$ cat src/core/edcr_consts.svh
`ifndef EDCR_CONSTS_SVH
`define EDCR_CONSTS_SVH

// Slot register offsets
`define EDCR_OFF_ID_LO 10'h000
`define EDCR_OFF_ID_HI 10'h002
`define EDCR_OFF_CAT 10'h00a
`define EDCR_OFF_PROD 10'h00c
`define EDCR_OFF_COMP 10'h00e
`define EDCR_OFF_BASE_A 10'h010
`define EDCR_OFF_BASE_B 10'h012
`define EDCR_OFF_DMA 10'h014
`define EDCR_OFF_EN 10'h016
`define EDCR_OFF_MSK_LO 10'h018
`define EDCR_OFF_MSK_HI 10'h01a
`define EDCR_OFF_STS_LO 10'h01c
`define EDCR_OFF_STS_HI 10'h01e
`define EDCR_OFF_DEV_AREA 10'h020
// Field positions and values
`define EDCR_EN_BIT 0
`define EDCR_MASK_MODE_BIT 1
`define EDCR_CAT_BRIDGE_BIT 15
`define EDCR_BASE_BITS 16'h1fff
`define EDCR_DMA_BITS 16'h000e
`define EDCR_EN_BITS 16'h0003
`define EDCR_EN_DISCOVER 16'h0002
`define EDCR_EN_NORMAL 16'h0000
`define EDCR_RST_REG 16'h0000
`define EDCR_LAST_SLOT 4'hf
// Host no-answer timeout
`define EDCR_TOUT_NS 1000
`define EDCR_CLK_MHZ 200
`define EDCR_TOUT_CYC ((`EDCR_TOUT_NS * `EDCR_CLK_MHZ) / 1000)
`define EDCR_TOUT_W 8
// Host APB register offsets
`define EDCR_APB_CTRL 8'h00
`define EDCR_APB_ADDR 8'h04
`define EDCR_APB_WDATA 8'h08
`define EDCR_APB_STATUS 8'h0c
`define EDCR_APB_REQMAP 8'h14
`define EDCR_APB_RES 8'h20
`endif

$ cat src/core/edcr_pkg.sv
package edcr_pkg;
  // Device access sequencer states
  typedef enum logic [2:0] {
    d_idle = 3'b001,
    d_acc = 3'b010,
    d_done = 3'b100
  } edcr_dst_e;
  // Host sequencer states
  typedef enum logic [2:0] {
    h_idle = 3'b001,
    h_load = 3'b010,
    h_issue = 3'b100
  } edcr_hst_e;
  // Host commands
  typedef enum logic [2:0] {
    cmd_none = 3'h0,
    cmd_access = 3'h1,
    cmd_scan = 3'h2,
    cmd_discover = 3'h3,
    cmd_enable = 3'h4
  } edcr_cmd_e;
  // One bus step of a host command
  typedef struct packed {
    logic last;
    logic we;
    logic [9:0] off;
    logic [15:0] wd;
  } edcr_step_s;
endpackage

$ cat src/core/edcr_if.sv
interface edcr_if;
  // Access request from host
  logic req;
  logic we;
  logic ext;
  logic [28:0] addr;
  logic [15:0] wdata;
  // Answer from device
  logic ack;
  logic [15:0] rdata;
  // Open-drain interrupt and DMA request lines
  logic irq_o;
  logic irq_oe;
  logic irq_n;
  logic [2:0] rq_o;
  logic [2:0] rq_oe;
  logic [2:0] rq_n;

  // Pull-up resolution of the open-drain lines
  assign irq_n = irq_oe ? irq_o : 1'b1;
  assign rq_n = (rq_o & rq_oe) | ~rq_oe;

  modport dev (
    input req, we, ext, addr, wdata,
    output ack, rdata, irq_o, irq_oe, rq_o, rq_oe
  );
  modport host (
    output req, we, ext, addr, wdata,
    input ack, rdata, irq_n, rq_n
  );
endinterface

$ cat src/core/edcr_dev.sv
`include "edcr_consts.svh"

module edcr_dev
  import edcr_pkg::*;
#(
  // Identifier words, values arbitrary
  parameter logic [15:0] ID_LO = 16'h5a01,
  parameter logic [15:0] ID_HI = 16'h5a02,
  parameter logic [15:0] CATEGORY = 16'h0000,
  parameter logic [15:0] PRODUCT = 16'h0000,
  parameter logic [15:0] COMPAT = 16'h0000,
  // Settable bits of each resource register
  parameter logic [15:0] WM_BASE_A = 16'h1ff0,
  parameter logic [15:0] WM_BASE_B = 16'h1fff,
  parameter logic [15:0] WM_DMA = 16'h000e,
  parameter logic [31:0] WM_IRQ = 32'hffff_ffff
) (
  // Clock and reset
  input wire logic mclk,
  input wire logic rst_b,
  // Expansion bus
  edcr_if.dev bus,
  // Slot select straps
  input wire logic [3:0] slot,
  // Interrupt sources and DMA requests
  input wire logic [31:0] irq_src,
  input wire logic [2:0] dma_req,
  // Device-specific access port
  output logic dev_en,
  output logic dev_req,
  output logic dev_we,
  output logic [1:0] dev_region,
  output logic [28:0] dev_addr,
  output logic [15:0] dev_wdata,
  input wire logic [15:0] dev_rdata
);

  // ****************************************
  // Declarations
  // ****************************************
  edcr_dst_e st_q;
  logic [3:0] slot_s1_q;
  logic [3:0] slot_s2_q;
  logic [15:0] base_a_q;
  logic [15:0] base_b_q;
  logic [15:0] dma_q;
  logic [15:0] en_q;
  logic [31:0] msk_q;
  logic [31:0] sts_q;
  logic [1:0] rgn_q;
  logic we_q;
  logic [28:0] adr_q;
  logic [15:0] wd_q;
  logic [15:0] rd_q;
  logic hit_s;
  logic hit_a;
  logic hit_b;
  logic take;
  logic [9:0] offe;
  logic cfg_acc;
  logic cfg_wr;
  logic mmode;
  logic [31:0] clr;
  logic [15:0] rd_cfg;

  // Window match on address bits 28:16
  function automatic logic win_hit(logic [15:0] base, logic [15:0] wm,
                                   logic [28:0] a);
    logic [12:0] diff;
    diff = (a[28:16] ^ base[12:0]) & wm[12:0];
    win_hit = (base != 16'h0000) && (diff == 13'h0000);
  endfunction

  // ****************************************
  // Address decode
  // ****************************************
  // Straps pass two flops
  always_ff @(posedge mclk) begin
    slot_s1_q <= slot;
    slot_s2_q <= slot_s1_q;
  end

  // Slot hit ignores enable; windows need it
  assign hit_s = !bus.ext && (bus.addr[28:14] == 15'h0000)
                 && (bus.addr[13:10] == slot_s2_q);
  assign hit_a = bus.ext && en_q[`EDCR_EN_BIT]
                 && win_hit(base_a_q, WM_BASE_A, bus.addr);
  assign hit_b = bus.ext && en_q[`EDCR_EN_BIT]
                 && win_hit(base_b_q, WM_BASE_B, bus.addr);
  assign take = bus.req && (st_q == d_idle) && (hit_s || hit_a || hit_b);

  // Halfword offset inside the slot
  assign offe = {adr_q[9:1], 1'b0};
  assign cfg_acc = (rgn_q == 2'd0) && (offe < `EDCR_OFF_DEV_AREA);
  assign cfg_wr = (st_q == d_acc) && cfg_acc && we_q;
  assign mmode = en_q[`EDCR_MASK_MODE_BIT];

  // ****************************************
  // Access sequencer
  // ****************************************
  // Take, serve, answer
  always_ff @(posedge mclk) begin
    if (!rst_b) begin
      st_q <= d_idle;
    end else begin
      case (st_q)
        d_idle: begin
          if (take) begin
            st_q <= d_acc;
          end
        end
        d_acc: st_q <= d_done;
        d_done: st_q <= d_idle;
        default: st_q <= d_idle;
      endcase
    end
  end

  // Capture of the request
  always_ff @(posedge mclk) begin
    if (!rst_b) begin
      rgn_q <= 2'd0;
      we_q <= 1'b0;
      adr_q <= 29'h0;
      wd_q <= 16'h0000;
    end else if (take) begin
      rgn_q <= hit_s ? 2'd0 : (hit_a ? 2'd1 : 2'd2);
      we_q <= bus.we;
      adr_q <= bus.addr;
      wd_q <= bus.wdata;
    end
  end

  // ****************************************
  // Configuration registers
  // ****************************************
  // First window base
  always_ff @(posedge mclk) begin
    if (!rst_b) begin
      base_a_q <= `EDCR_RST_REG;
    end else if (cfg_wr && offe == `EDCR_OFF_BASE_A) begin
      base_a_q <= wd_q & WM_BASE_A & `EDCR_BASE_BITS;
    end
  end

  // Second window base
  always_ff @(posedge mclk) begin
    if (!rst_b) begin
      base_b_q <= `EDCR_RST_REG;
    end else if (cfg_wr && offe == `EDCR_OFF_BASE_B) begin
      base_b_q <= wd_q & WM_BASE_B & `EDCR_BASE_BITS;
    end
  end

  // DMA request line select
  always_ff @(posedge mclk) begin
    if (!rst_b) begin
      dma_q <= `EDCR_RST_REG;
    end else if (cfg_wr && offe == `EDCR_OFF_DMA) begin
      dma_q <= wd_q & WM_DMA & `EDCR_DMA_BITS;
    end
  end

  // Device enable and mask mode
  always_ff @(posedge mclk) begin
    if (!rst_b) begin
      en_q <= `EDCR_RST_REG;
    end else if (cfg_wr && offe == `EDCR_OFF_EN) begin
      en_q <= wd_q & `EDCR_EN_BITS;
    end
  end

  // Interrupt mask halves
  always_ff @(posedge mclk) begin
    if (!rst_b) begin
      msk_q <= 32'h0000_0000;
    end else if (cfg_wr && offe == `EDCR_OFF_MSK_LO) begin
      msk_q[15:0] <= wd_q & WM_IRQ[15:0];
    end else if (cfg_wr && offe == `EDCR_OFF_MSK_HI) begin
      msk_q[31:16] <= wd_q & WM_IRQ[31:16];
    end
  end

  // Write-one-clear pattern for status
  always_comb begin
    clr = 32'h0000_0000;
    if (cfg_wr && offe == `EDCR_OFF_STS_LO) begin
      clr = {16'h0000, wd_q};
    end else if (cfg_wr && offe == `EDCR_OFF_STS_HI) begin
      clr = {wd_q, 16'h0000};
    end
  end

  // Sticky status; a new event beats its clear
  always_ff @(posedge mclk) begin
    if (!rst_b) begin
      sts_q <= 32'h0000_0000;
    end else begin
      sts_q <= ((sts_q & ~clr) | irq_src) & WM_IRQ;
    end
  end

  // ****************************************
  // Read path
  // ****************************************
  // Register read mux, mask mode shows settable bits
  always_comb begin
    rd_cfg = 16'h0000;
    if (offe == `EDCR_OFF_ID_LO) begin
      rd_cfg = ID_LO;
    end else if (offe == `EDCR_OFF_ID_HI) begin
      rd_cfg = ID_HI;
    end else if (offe == `EDCR_OFF_CAT) begin
      rd_cfg = CATEGORY;
    end else if (offe == `EDCR_OFF_PROD) begin
      rd_cfg = PRODUCT;
    end else if (offe == `EDCR_OFF_COMP) begin
      rd_cfg = COMPAT;
    end else if (offe == `EDCR_OFF_BASE_A) begin
      rd_cfg = mmode ? (WM_BASE_A & `EDCR_BASE_BITS) : base_a_q;
    end else if (offe == `EDCR_OFF_BASE_B) begin
      rd_cfg = mmode ? (WM_BASE_B & `EDCR_BASE_BITS) : base_b_q;
    end else if (offe == `EDCR_OFF_DMA) begin
      rd_cfg = mmode ? (WM_DMA & `EDCR_DMA_BITS) : dma_q;
    end else if (offe == `EDCR_OFF_EN) begin
      rd_cfg = en_q;
    end else if (offe == `EDCR_OFF_MSK_LO) begin
      rd_cfg = mmode ? WM_IRQ[15:0] : msk_q[15:0];
    end else if (offe == `EDCR_OFF_MSK_HI) begin
      rd_cfg = mmode ? WM_IRQ[31:16] : msk_q[31:16];
    end else if (offe == `EDCR_OFF_STS_LO) begin
      rd_cfg = sts_q[15:0];
    end else if (offe == `EDCR_OFF_STS_HI) begin
      rd_cfg = sts_q[31:16];
    end
  end

  // Read data register
  always_ff @(posedge mclk) begin
    if (!rst_b) begin
      rd_q <= 16'h0000;
    end else if (st_q == d_acc) begin
      rd_q <= cfg_acc ? rd_cfg : dev_rdata;
    end
  end

  // ****************************************
  // Outputs
  // ****************************************
  // Bus answer
  assign bus.ack = (st_q == d_done);
  assign bus.rdata = rd_q;

  // Shared open-drain interrupt, pulled low only
  assign bus.irq_o = 1'b0;
  assign bus.irq_oe = |(sts_q & msk_q);

  // Active-low DMA requests, released when unselected
  for (genvar i = 0; i < 3; i++) begin : g_rq
    assign bus.rq_o[i] = ~dma_req[i];
    assign bus.rq_oe[i] = dma_q[i + 1];
  end

  // Device-specific access forwarding
  assign dev_en = en_q[`EDCR_EN_BIT];
  assign dev_req = (st_q == d_acc) && !cfg_acc;
  assign dev_we = we_q;
  assign dev_region = rgn_q;
  assign dev_addr = adr_q;
  assign dev_wdata = wd_q;

endmodule

$ cat src/flat_wrapper.sv
// flat-port wrapper written by rule: the top's interface ports become plain ports
module edcr_dev_flat import edcr_pkg::*;
#(
                                       
  parameter logic [15:0] ID_LO = 16'h5a01,
  parameter logic [15:0] ID_HI = 16'h5a02,
  parameter logic [15:0] CATEGORY = 16'h0000,
  parameter logic [15:0] PRODUCT = 16'h0000,
  parameter logic [15:0] COMPAT = 16'h0000,
                                            
  parameter logic [15:0] WM_BASE_A = 16'h1ff0,
  parameter logic [15:0] WM_BASE_B = 16'h1fff,
  parameter logic [15:0] WM_DMA = 16'h000e,
  parameter logic [31:0] WM_IRQ = 32'hffff_ffff
)
  (mclk, rst_b, slot, irq_src, dma_req, dev_en, dev_req, dev_we, dev_region, dev_addr, dev_wdata, dev_rdata, bus_req, bus_we, bus_ext, bus_addr, bus_wdata, bus_ack, bus_rdata, bus_irq_o, bus_irq_oe, bus_rq_o, bus_rq_oe);
  edcr_if bus_i ();
  input wire logic mclk;
  input wire logic rst_b;
  input wire logic [3:0] slot;
  input wire logic [31:0] irq_src;
  input wire logic [2:0] dma_req;
  output logic dev_en;
  output logic dev_req;
  output logic dev_we;
  output logic [1:0] dev_region;
  output logic [28:0] dev_addr;
  output logic [15:0] dev_wdata;
  input wire logic [15:0] dev_rdata;
  input wire logic [$bits(bus_i.req)-1:0] bus_req;
  input wire logic [$bits(bus_i.we)-1:0] bus_we;
  input wire logic [$bits(bus_i.ext)-1:0] bus_ext;
  input wire logic [$bits(bus_i.addr)-1:0] bus_addr;
  input wire logic [$bits(bus_i.wdata)-1:0] bus_wdata;
  output wire logic [$bits(bus_i.ack)-1:0] bus_ack;
  output wire logic [$bits(bus_i.rdata)-1:0] bus_rdata;
  output wire logic [$bits(bus_i.irq_o)-1:0] bus_irq_o;
  output wire logic [$bits(bus_i.irq_oe)-1:0] bus_irq_oe;
  output wire logic [$bits(bus_i.rq_o)-1:0] bus_rq_o;
  output wire logic [$bits(bus_i.rq_oe)-1:0] bus_rq_oe;
  assign bus_i.req = bus_req;
  assign bus_i.we = bus_we;
  assign bus_i.ext = bus_ext;
  assign bus_i.addr = bus_addr;
  assign bus_i.wdata = bus_wdata;
  assign bus_ack = bus_i.ack;
  assign bus_rdata = bus_i.rdata;
  assign bus_irq_o = bus_i.irq_o;
  assign bus_irq_oe = bus_i.irq_oe;
  assign bus_rq_o = bus_i.rq_o;
  assign bus_rq_oe = bus_i.rq_oe;
  edcr_dev #(.ID_LO(ID_LO), .ID_HI(ID_HI), .CATEGORY(CATEGORY), .PRODUCT(PRODUCT), .COMPAT(COMPAT), .WM_BASE_A(WM_BASE_A), .WM_BASE_B(WM_BASE_B), .WM_DMA(WM_DMA), .WM_IRQ(WM_IRQ)) u_core (.mclk(mclk), .rst_b(rst_b), .bus(bus_i), .slot(slot), .irq_src(irq_src), .dma_req(dma_req), .dev_en(dev_en), .dev_req(dev_req), .dev_we(dev_we), .dev_region(dev_region), .dev_addr(dev_addr), .dev_wdata(dev_wdata), .dev_rdata(dev_rdata));
endmodule
$ cat config.mk
export PLATFORM = sky130hd
export DESIGN_NAME = edcr_dev_flat
export DESIGN_NICKNAME = d
export VERILOG_FILES = /design/src/core/edcr_pkg.sv /design/src/core/edcr_if.sv /design/src/core/edcr_dev.sv /design/src/flat_wrapper.sv
export VERILOG_INCLUDE_DIRS = /design/src /design/src/core
export SDC_FILE = /design/constraint.sdc
export NUM_CORES = 1
export LEC_CHECK = 0
export BUFFER_PORTS_ARGS = -buffer_cell sky130_fd_sc_hd__buf_2
export CAP_MARGIN = 20
export CORE_ASPECT_RATIO = 1.2
export CORE_MARGIN = 2
export CORE_UTILIZATION = 25
export DETAILED_ROUTE_END_ITERATION = 10
export GPL_TIMING_DRIVEN = 0
export PLACE_DENSITY = 0.4
export SLEW_MARGIN = 5
export SYNTH_ARGS = -nofsm -noshare
export SYNTH_HDL_FRONTEND = slang
export SYNTH_SLANG_ARGS = --single-unit
$ cat constraint.sdc
create_clock -name mclk -period 5.7 [get_ports mclk]
set_input_delay 0.855 -clock mclk [delete_from_list [all_inputs] [get_ports mclk]]
set_output_delay 0.855 -clock mclk [all_outputs]
set_load 0.05 [all_outputs]
==> metrics.md, run 1 <==
| Metric | Value |
|---|---|
| Run status | `finished, final reports clean` |
| Setup TNS | `0 ns` |
| CTS Hold Buffers Added | `0` |
| Crit path from | `u_core.dev_addr[5]` |
| Post-layout min period | `~3.3 ns` |
| Worst Setup End Kind | `output pin` |
| Hold_ws | `~0.33 ns` |
| # DRC | `0` |
| Post-CTS Setup Repair Bufs | `0` |
| GRT overflow | `0` |
| TritonCTS buffer count | `17` |
| Top_reg_cell synth | `dfxtp_1` |
| R2R Setup Slk | `~2.8 ns` |
| Initial antenna violation count | `3` |
| Worst path top cell family by delay | `simple AND/OR/NAND/NOR gates` |
| Reg-to-reg startpoint | `u_core.dev_addr[5]` |
| Area of the multi-input gates | `3980 um2` |
| Synth Warn # | `0` |
| Layout Nets | `between 1000 and 1500` |
| Register area | `3320 um2` |
| Die width | `around 160 um` |
| Row count | `70` |
| Max VDD drop | `roughly 160 uV` |
| CP bufs+invs | `3` |
| F_max | `between 0.3 and 0.4 GHz` |
| Clock power share | `0.464` |
| I/O Pins | `180` |
| Post-DRT Antenna Nets | `0` |
| Total clock sinks | `between 150 and 200` |
| RSZ-0062 raised after global routing | `no` |
| Final Setup Violations | `0` |
| Post-synth EDFFs | `0` |
| Max_cap viols | `0` |
| Comb power frac | `0.047` |
| Seq pwr share | `0.489` |
| Fillers | `between 3000 and 4000` |
| NetSw | `roughly 0.00062 W` |
| Register area share after synthesis | `0.434` |
| Headroom to the max-slew limit | `0.421` |
| 1st-iter DRT viols | `approximately 520` |
| Final Hold Viols | `0` |
| Count leader, synth | `dfxtp_1` |
| Gpl congestion | `approximately 0.9` |
| Asr flop ratio synth | `0` |
| Hold path startpoint | `u_core.slot_s1_q[3]` |
| Sw frac | `0.252` |
| Root buf cell | `clkbuf_16` |
| Worst Path Class, Setup | `register to output pin` |
| CORE AREA | `30300 um2` |
| Worst Hold Class | `register to register` |
| Final WL | `~34 mm` |
| Post-synthesis register bit count | `approximately 170` |
| Top cells by area, synth | `dfxtp_1 (43%), a21oi_1 (8.0%), nand2_1 (7.3%), o21ai_0 (4.6%), nand3_1 (3.5%)` |
| Vias per cell | `about 5.1` |
| Die Ht | `196 um` |
| Layout area overhead | `25.4%` |
| Crit-path max cell delay | `roughly 0.6 ns` |
| WL/cell | `22.1 um` |
| Mapped Area | `between 7000 and 8000 um2` |
| Final cycle utilization of the critical path | `0.581` |
| Clock slew at reported path FFs | `~0.070 ns` |
| CTS resizes | `0` |
| Iteration count of the initial detailed-routing pass | `5` |
| Synth top area share | `0.434` |
| Initial Utilization | `0.253` |
| Post-synthesis net count | `between 1000 and 1500` |
| Share of cells above drive strength 1 | `0.207` |
| Number of global-route vias before repair | `roughly 7700` |
| Max Slew Vio Count | `0` |
| P per Cell Area | `about 260 nW/um2` |
| TritonCTS clock tree | `yes` |
| P_int | `~0.0018 W` |
| Clock Latency Late Sink | `~0.45 ns` |
| Slew @ Worst Pin | `roughly 0.86 ns` |
| Crit start category | `register` |
| Synth top cells by count | `dfxtp_1 (166), nand2_1 (148), a21oi_1 (122)` |
| Largest area contributor in the netlist | `dfxtp_1` |
| Worst path cell trace | `nor4_4, and3_1, buf_4, nor2_1, clkbuf_1, buf_2` |
| Port bufs | `about 180` |
| Static Leak | `approximately 3.6 nW` |
| Pin count of the biggest net entering global routing | `17` |
| First-pass GRT wire length | `50.7 mm` |
| CP Max Fanout | `10` |
| Syn Area/Cell | `8.06 um2` |
| Clock buffer depth | `2` |
| Worst Skew | `~0.016 ns` |
| Total track usage | `0.214` |
| H-tree depth | `4` |
| Worst Path Arrival | `between 2 and 2.5 ns` |
| Synth unique cells | `between 60 and 70` |
| Hpwl dp | `26.5 mm` |
| Worst EP required | `a little under 5 ns` |
| Crit-path slowest cell | `nor4_4` |
| Gate Count Post-Synth | `950` |
| Vias | `approximately 8000` |
| Die ar. | `32000 um2` |
## cell usage in the layout (no fill, tap or decap), types with 12 or more instances in the layout
cell type and n:
a22oi_1 22, nand2_1 148, dfxtp_1 166, xnor2_1 13
nor2_1 43, nand3_1 53, buf_2 184, clkbuf_16 17
nor3_1 14, or3_1 19, nor4_1 14, o211ai_1 12
o21a_1 33, o21ai_0 71, xor2_1 12, clkbuf_1 53
a21oi_1 122, a21boi_0 32
## kinds of logic (layout without fill, tap and decap cells)
logic type / Yosys count / count (layout) / synth area share
muxes: 8 / 8 / 0.0108
xor gates and xnor gates: 25 / 25 / 0.0286
and+or+nand+nor: 331 / 331 / 0.208
other: 1 / 2 / 0.000490
AOI/OAI and AO/OA: 338 / 338 / 0.272
DFF: 166 / 166 / 0.434
buffers and inverters: 81 / 291 / 0.0461
## per-layer routing
layer,track usage,share of wire,vias up
li1,-,-,3804
met1,0.274,0.43,3801
met2,0.355,0.48,306
met3,0.0459,0.058,59
met4,0.0734,0.032,4
met5,0,0.00078,-
## registers in the layout, indices dropped and copies added (netlist names), 4 cells and up
name              flops
u_core.bus.rdata     16
u_core.dev_wdata     16
u_core.msk_q         32
u_core.slot_s2_q      4
u_core.sts_q         32
u_core.base_a_q       9
u_core.base_b_q      13
u_core.slot_s1_q      4
u_core.dev_addr      29
## power groups by stage
stage	Sequential [W]	Clock (W)	Combinational [W]
6_report	0.00120	0.00114	0.000116
5_1_grt	0.00120	0.00121	0.000127
4_1_cts	0.00120	0.00116	0.000119
3_5_place_dp	0.00123	0	0.000118
3_3_place_gp	0.00123	0	0.000117
2_1_floorplan	0.00121	0	0.0000532
## final timing paths
kind	cells after the start	to
worst max-delay path	6	dev_req
worst min-delay path	0	u_core.slot_s2_q[3]
worst max register to register	8	u_core.sts_q[24]
worst min register to register	0	u_core.slot_s2_q[3]
## per-stage QoR
| step | cell area (um2) | total power [W] | util | std cells | setup WS (ns) |
|---|---|---|---|---|---|
| finish | 9600 | 0.00245 | 0.317 | 1557 | 2.39 |
| global route | 9600 | 0.00253 | 0.317 | 1556 | 2.27 |
| CTS | 9600 | 0.00248 | 0.317 | 1556 | 2.35 |
| detailed placement | 9040 | 0.00134 | 0.298 | 1524 | 2.55 |
| global placement | 9040 | 0.00134 | 0.298 | 1524 | 2.52 |
| floorplan | 7650 | 0.00127 | - | 950 | 2.89 |
## final cells by class
cell class / count / area share
Multi-Input combinational cell: 703 / 0.414
Sequential cell: 166 / 0.346
Timing Repair Buffer: 178 / 0.0928
Tap cell: 396 / 0.0516
Clock buffer: 18 / 0.0447
Buffer: 73 / 0.0336
Clock inverter: 14 / 0.0133
Inverter: 8 / 0.00313
Antenna cell: 1 / 0.000261
(Power assumes the default switching activity.)
==> inputs of run 2 (changes only) <==
--- a/config.mk
+++ b/config.mk
@@ -13,7 +13,7 @@
 export CORE_UTILIZATION = 25
 export DETAILED_ROUTE_END_ITERATION = 10
 export GPL_TIMING_DRIVEN = 0
-export PLACE_DENSITY = 0.4
+export PLACE_DENSITY = 0.42
 export SLEW_MARGIN = 5
 export SYNTH_ARGS = -nofsm -noshare
 export SYNTH_HDL_FRONTEND = slang
==> constraint.sdc (replaced) <==
create_clock -name mclk -period 2.7 [get_ports mclk]
set_input_delay 0.405 -clock mclk [delete_from_list [all_inputs] [get_ports mclk]]
set_output_delay 0.405 -clock mclk [all_outputs]
set_load 0.05 [all_outputs]
==> run 2 against run 1 <==
Net effect: non-clock buffer count unchanged; wire length about the same; die area unchanged; largest cell class unchanged.
==> metrics.md, run 2 (synthesized netlist as in run 1, its figures left out) <==
| Metric | Value |
|---|---|
| Final Hold Viols | `0` |
| GRT overflow | `0` |
| Initial Utilization | `0.253` |
| # DRC | `0` |
| Crit start category | `register` |
| Worst Path Arrival | `~2.2 ns` |
| Clock Latency Late Sink | `roughly 0.45 ns` |
| Commonest non-fill, non-tap cell in the layout | `buf_2` |
| Static Leak | `about 3.6 nW` |
| Worst Skew | `0.0209 ns` |
| Gpl congestion | `0.899` |
| Clock buffer depth | `2` |
| Layout Nets | `between 1000 and 1500` |
| Final Setup Violations | `0` |
| Share of cells above drive strength 1 | `0.214` |
| Worst Hold Class | `primary input to register` |
| Post-layout min period | `between 2 and 3 ns` |
| Placed Area | `~9000 um2` |
| Number of global-route vias before repair | `~8000` |
| Die width | `164 um` |
| Crit-path max cell delay | `0.44 ns` |
| Fillers | `between 3000 and 4000` |
| Final WL | `approximately 34 mm` |
| Area of the multi-input gates | `around 4000 um2` |
| F_max | `approximately 0.38 GHz` |
| Vias per cell | `~5.1` |
| Vias | `8014` |
| Slew @ Worst Pin | `around 0.86 ns` |
| RSZ-0062 raised after global routing | `no` |
| WL/cell | `roughly 22 um` |
| Worst path cell trace | `nor4_4, and3_1, buf_4, nor2_1, clkbuf_2, clkbuf_4` |
| Pin count of the biggest net entering global routing | `17` |
| Max Slew Vio Count | `0` |
| Post-placement cell count | `approximately 1500` |
| Port bufs | `between 150 and 200` |
| Row count | `70` |
| P per Cell Area | `between 500 and 600 nW/um2` |
| Tot Pwr | `approximately 0.0056 W` |
| TritonCTS clock tree | `yes` |
| Root buf cell | `clkbuf_16` |
| WP depth | `6` |
| Headroom to the max-slew limit | `0.426` |
| Final cycle utilization of the critical path | `0.972` |
| Die ar. | `between 30000 and 40000 um2` |
| 1st-iter DRT viols | `605` |
| CTS Hold Buffers Added | `0` |
| Total clock sinks | `approximately 170` |
| Layout area overhead | `27.1%` |
| Max VDD drop | `336 uV` |
| Die Ht | `196 um` |
| Most frequent cells in the layout | `buf_2 (183), dfxtp_1 (166), nand2_1 (148)` |
| Iteration count of the initial detailed-routing pass | `5` |
| CP Max Fanout | `10` |
| TritonCTS buffer count | `17` |
| Worst EP required | `roughly 2.3 ns` |
| Initial antenna violation count | `6` |
| Final instance count without filler cells | `~1600` |
| Total track usage | `0.215` |
| CORE AREA | `30300 um2` |
| Register area | `3320 um2` |
| Post-DRT Antenna Nets | `0` |
| Worst Setup End Kind | `output pin` |
| Clock slew at reported path FFs | `~0.070 ns` |
| Hpwl dp | `~26 mm` |
| Crit-path slowest cell | `nor4_4` |
| First-pass GRT wire length | `50.6 mm` |
| CP bufs+invs | `3` |
| Run status | `finished, final reports clean` |
| H-tree depth | `4` |
| Hold Path Depth | `1` |
| Max_cap viols | `0` |
| I/O Pins | `180` |
| Fin area | `just under 10000 um2` |
| Worst path top cell family by delay | `simple AND/OR/NAND/NOR gates` |
| R2R cell count | `6` |
| Worst Path Class, Setup | `register to output pin` |
[run 2: through the flow]
| stage | hold slack [ns] | util | setup slack [ns] | setup TNS, ns |
|---|---|---|---|---|
| 2_1_floorplan | 0.310 | - | 0.341 | 0 |
| 3_3_place_gp | 0.310 | 0.298 | -0.207 | -3.84 |
| 3_5_place_dp | 0.314 | 0.298 | -0.226 | -4.15 |
| 4_1_cts | 0.0325 | 0.321 | 0.0217 | 0 |
| 5_1_grt | 0.0332 | 0.321 | 0.000503 | 0 |
| 6_report | 0.0556 | 0.321 | 0.0745 | 0 |
[run 2: worst paths after layout]
check | startpoint | to | slack [ns]
max | u_core.dev_addr[8] | dev_req | 0.07
min | slot[0] | u_core.slot_s1_q[0] | 0.06
max reg2reg | u_core.dev_addr[2] | u_core.bus.rdata[6] | 0.12
min reg2reg | u_core.slot_s1_q[3] | u_core.slot_s2_q[3] | 0.33
[run 2: layer usage]
layer,share of wire,GRT usage,vias up
met5,0.0017,0,-
met4,0.028,0.0799,10
met3,0.061,0.0529,55
met2,0.49,0.356,281
met1,0.42,0.268,3862
li1,-,-,3806
[run 2: layout make-up]
| class | count | share of cell area |
|---|---|---|
| Clock buffer | 17 | 0.0437 |
| Antenna cell | 1 | 0.000257 |
| Buffer | 72 | 0.0333 |
| Sequential cell | 166 | 0.342 |
| Multi-Input combinational cell | 703 | 0.410 |
| Timing Repair Buffer | 179 | 0.0926 |
| Tap cell | 396 | 0.0509 |
| Clock inverter | 15 | 0.0243 |
| Inverter | 8 | 0.00309 |
[run 2: timing repair]
item | CTS | global route
pin swaps | 1 | 0
endpoints found under the setup margin | 21 | 54
resized for setup | 3 | 7
buffers inserted | 1 | 0
[run 2: where the power goes]
part / leakage [nW] / switching (W) / internal, W
Sequential: 1.35 / 0.0000446 / 0.00249
Clock: 0.326 / 0.00115 / 0.00167
Combinational: 1.97 / 0.000135 / 0.000111
Total: 3.64 / 0.00133 / 0.00427
==> inputs of run 3 (changes only) <==
--- a/config.mk
+++ b/config.mk
@@ -14,6 +14,7 @@
 export DETAILED_ROUTE_END_ITERATION = 10
 export GPL_TIMING_DRIVEN = 0
 export PLACE_DENSITY = 0.42
+export REMOVE_ABC_BUFFERS = 1
 export SLEW_MARGIN = 5
 export SYNTH_ARGS = -nofsm -noshare
 export SYNTH_HDL_FRONTEND = slang
==> run 3 against run 2 <==
Net effect: clock power shrank 13%; count of clock-buffer cells in the layout grew 2; wire length fell by 8.2%; sequential share of layout area up 0.36 points; maximum frequency shrank 1.5%; flip-flop and latch count did not move; global-route usage shrank 1.6 points; combinational power shrank 7%; critical endpoint is now u_core.sts_q[4].
==> metrics.md, run 3 (synthesized netlist as in run 1, its figures left out) <==
| Metric | Value |
|---|---|
| Run status | `finished, final reports clean` |
| GRT overflow | `0` |
| Final Hold Viols | `0` |
| Max VDD drop | `slightly below 400 uV` |
| Die Ht | `196 um` |
| Number of global-route vias before repair | `between 7000 and 8000` |
| Slew @ Worst Pin | `roughly 0.87 ns` |
| RSZ-0062 raised after global routing | `yes` |
| Die ar. | `around 32000 um2` |
| Hpwl dp | `21.9 mm` |
| Total track usage | `0.199` |
| Worst path cell trace | `nor4_4, buf_4, and3_1, nand4_1, nor2_1, buf_4, a21boi_0, o21a_1` |
| Register area | `around 3300 um2` |
| Vias | `~7700` |
| Pin count of the biggest net entering global routing | `between 80 and 90` |
| Layout area overhead | `25.9%` |
| Final instance count without filler cells | `~1500` |
| Worst Setup End Kind | `register` |
| Fin area | `between 9000 and 10000 um2` |
| Crit-path slowest cell | `nor2_1` |
| CORE AREA | `approximately 30000 um2` |
| Vias per cell | `5.12` |
| Area of the multi-input gates | `~4000 um2` |
| Worst path top cell family by delay | `simple AND/OR/NAND/NOR gates` |
| Final WL | `around 32 mm` |
| Commonest non-fill, non-tap cell in the layout | `buf_2` |
| Worst Skew | `roughly 0.017 ns` |
| Max Slew Vio Count | `0` |
| Post-placement cell count | `approximately 1500` |
| H-tree depth | `4` |
| Initial Utilization | `0.253` |
| P per Cell Area | `542 nW/um2` |
| Setup WS pre-CTS | `-0.229 ns` |
| Post-DRT Antenna Nets | `0` |
| Max_cap viols | `0` |
| Crit start category | `register` |
| Port bufs | `178` |
| Gpl congestion | `a little over 0.8` |
| Initial antenna violation count | `0` |
| TritonCTS clock tree | `yes` |
| Worst Path Arrival | `approximately 3.0 ns` |
| Fillers | `between 3000 and 4000` |
| F_max | `0.375 GHz` |
| Worst Path Class, Setup | `register to register` |
| Layout Nets | `between 1000 and 1500` |
| 1st-iter DRT viols | `521` |
| Most frequent cells in the layout | `buf_2 (178), dfxtp_1 (164), nand2_1 (147)` |
| Headroom to the max-slew limit | `0.420` |
| Root buf cell | `clkbuf_16` |
| Total clock sinks | `approximately 170` |
| Worst Hold Class | `primary input to register` |
| Die width | `~160 um` |
| Final WS setup | `approximately 0.035 ns` |
| Final Setup Violations | `0` |
| Row count | `70` |
| Crit-path max cell delay | `between 0.4 and 0.5 ns` |
| First-pass GRT wire length | `approximately 48 mm` |
| Final cycle utilization of the critical path | `0.987` |
| Util after Layout | `0.318` |
| Post-layout min period | `about 2.7 ns` |
| Worst EP required | `3.03 ns` |
| Placed Area | `around 9000 um2` |
| Clock Latency Late Sink | `between 0.4 and 0.5 ns` |
| CP Max Fanout | `11` |
| WL/cell | `between 20 and 25 um` |
| Iteration count of the initial detailed-routing pass | `5` |
| # DRC | `0` |
| TritonCTS buffer count | `17` |
| Static Leak | `around 3.6 nW` |
| Clock slew at reported path FFs | `0.07 ns` |
| Clock buffer depth | `2` |
| Cell mode on critical path | `buf_4` |
| I/O Pins | `180` |
| Setup TNS | `0 ns` |
| CP bufs+invs | `2` |
| Antenna Cells | `0` |
| Share of cells above drive strength 1 | `0.229` |
==> run 3: layout make-up <==
class | instances | area share
flip-flops and latches | 166 | 0.345
repair buffers | 193 | 0.119
well taps | 396 | 0.0514
clock buffers | 19 | 0.0470
clock inverters | 13 | 0.0129
inverters | 8 | 0.00377
multi-input cells | 703 | 0.420
==> run 3: worst reg2reg max path, cell delays in order, from the launching register on <==
cell,delay [ns]
dfxtp_1,0.35
nor4_4,0.26
buf_4,0.21
and3_1,0.43
nand4_1,0.22
nor2_1,0.47
buf_4,0.30
a21boi_0,0.12
o21a_1,0.19
==> run 3: layer usage <==
metal | routed length (um) | up-vias | track usage | share of wire
met5 | 0 | - | 0 | 0
met2 | 15700 | 219 | 0.339 | 0.50
met1 | 13900 | 3726 | 0.257 | 0.44
li1 | - | 3691 | - | -
met3 | 1420 | 34 | 0.0338 | 0.045
met4 | 598 | 0 | 0.0591 | 0.019
==> run 3: repair_timing <==
action | CTS | global route
gates resized for setup | 3 | 7
pin swaps | 1 | 1
hold buffers | 0 | 0
endpoints found under the setup margin | 63 | 58
buffers inserted | 2 | 1
hold endpoints to repair | 0 | 0
==> run 3: stage by stage <==
| step | total power (W) | hold WS [ns] |
|---|---|---|
| floorplan | 0.00266 | 0.310 |
| CTS | 0.00529 | 0.0404 |
| global placement | 0.00281 | 0.312 |
| detailed placement | 0.00281 | 0.313 |
| finish | 0.00522 | 0.0584 |
| global route | 0.00540 | 0.0432 |
==> run 3: final timing paths <==
kind | slack, ns | to | depth (start not counted) | from
worst max-delay path | 0.04 | u_core.sts_q[4] | 8 | u_core.dev_addr[8]
worst max register to register | 0.04 | u_core.sts_q[4] | 8 | u_core.dev_addr[8]
worst min register to register | 0.33 | u_core.slot_s2_q[3] | 0 | u_core.slot_s1_q[3]
worst min-delay path | 0.06 | u_core.slot_s1_q[3] | 1 | slot[3]
==> run 3: where the power goes <==
| group | internal, W | total, W | switching [W] |
|---|---|---|---|
| clock network | 0.00133 | 0.00246 | 0.00113 |
| registers | 0.00249 | 0.00252 | 0.0000371 |
| logic | 0.000109 | 0.000230 | 0.000121 |
| total | 0.00393 | 0.00522 | 0.00129 |
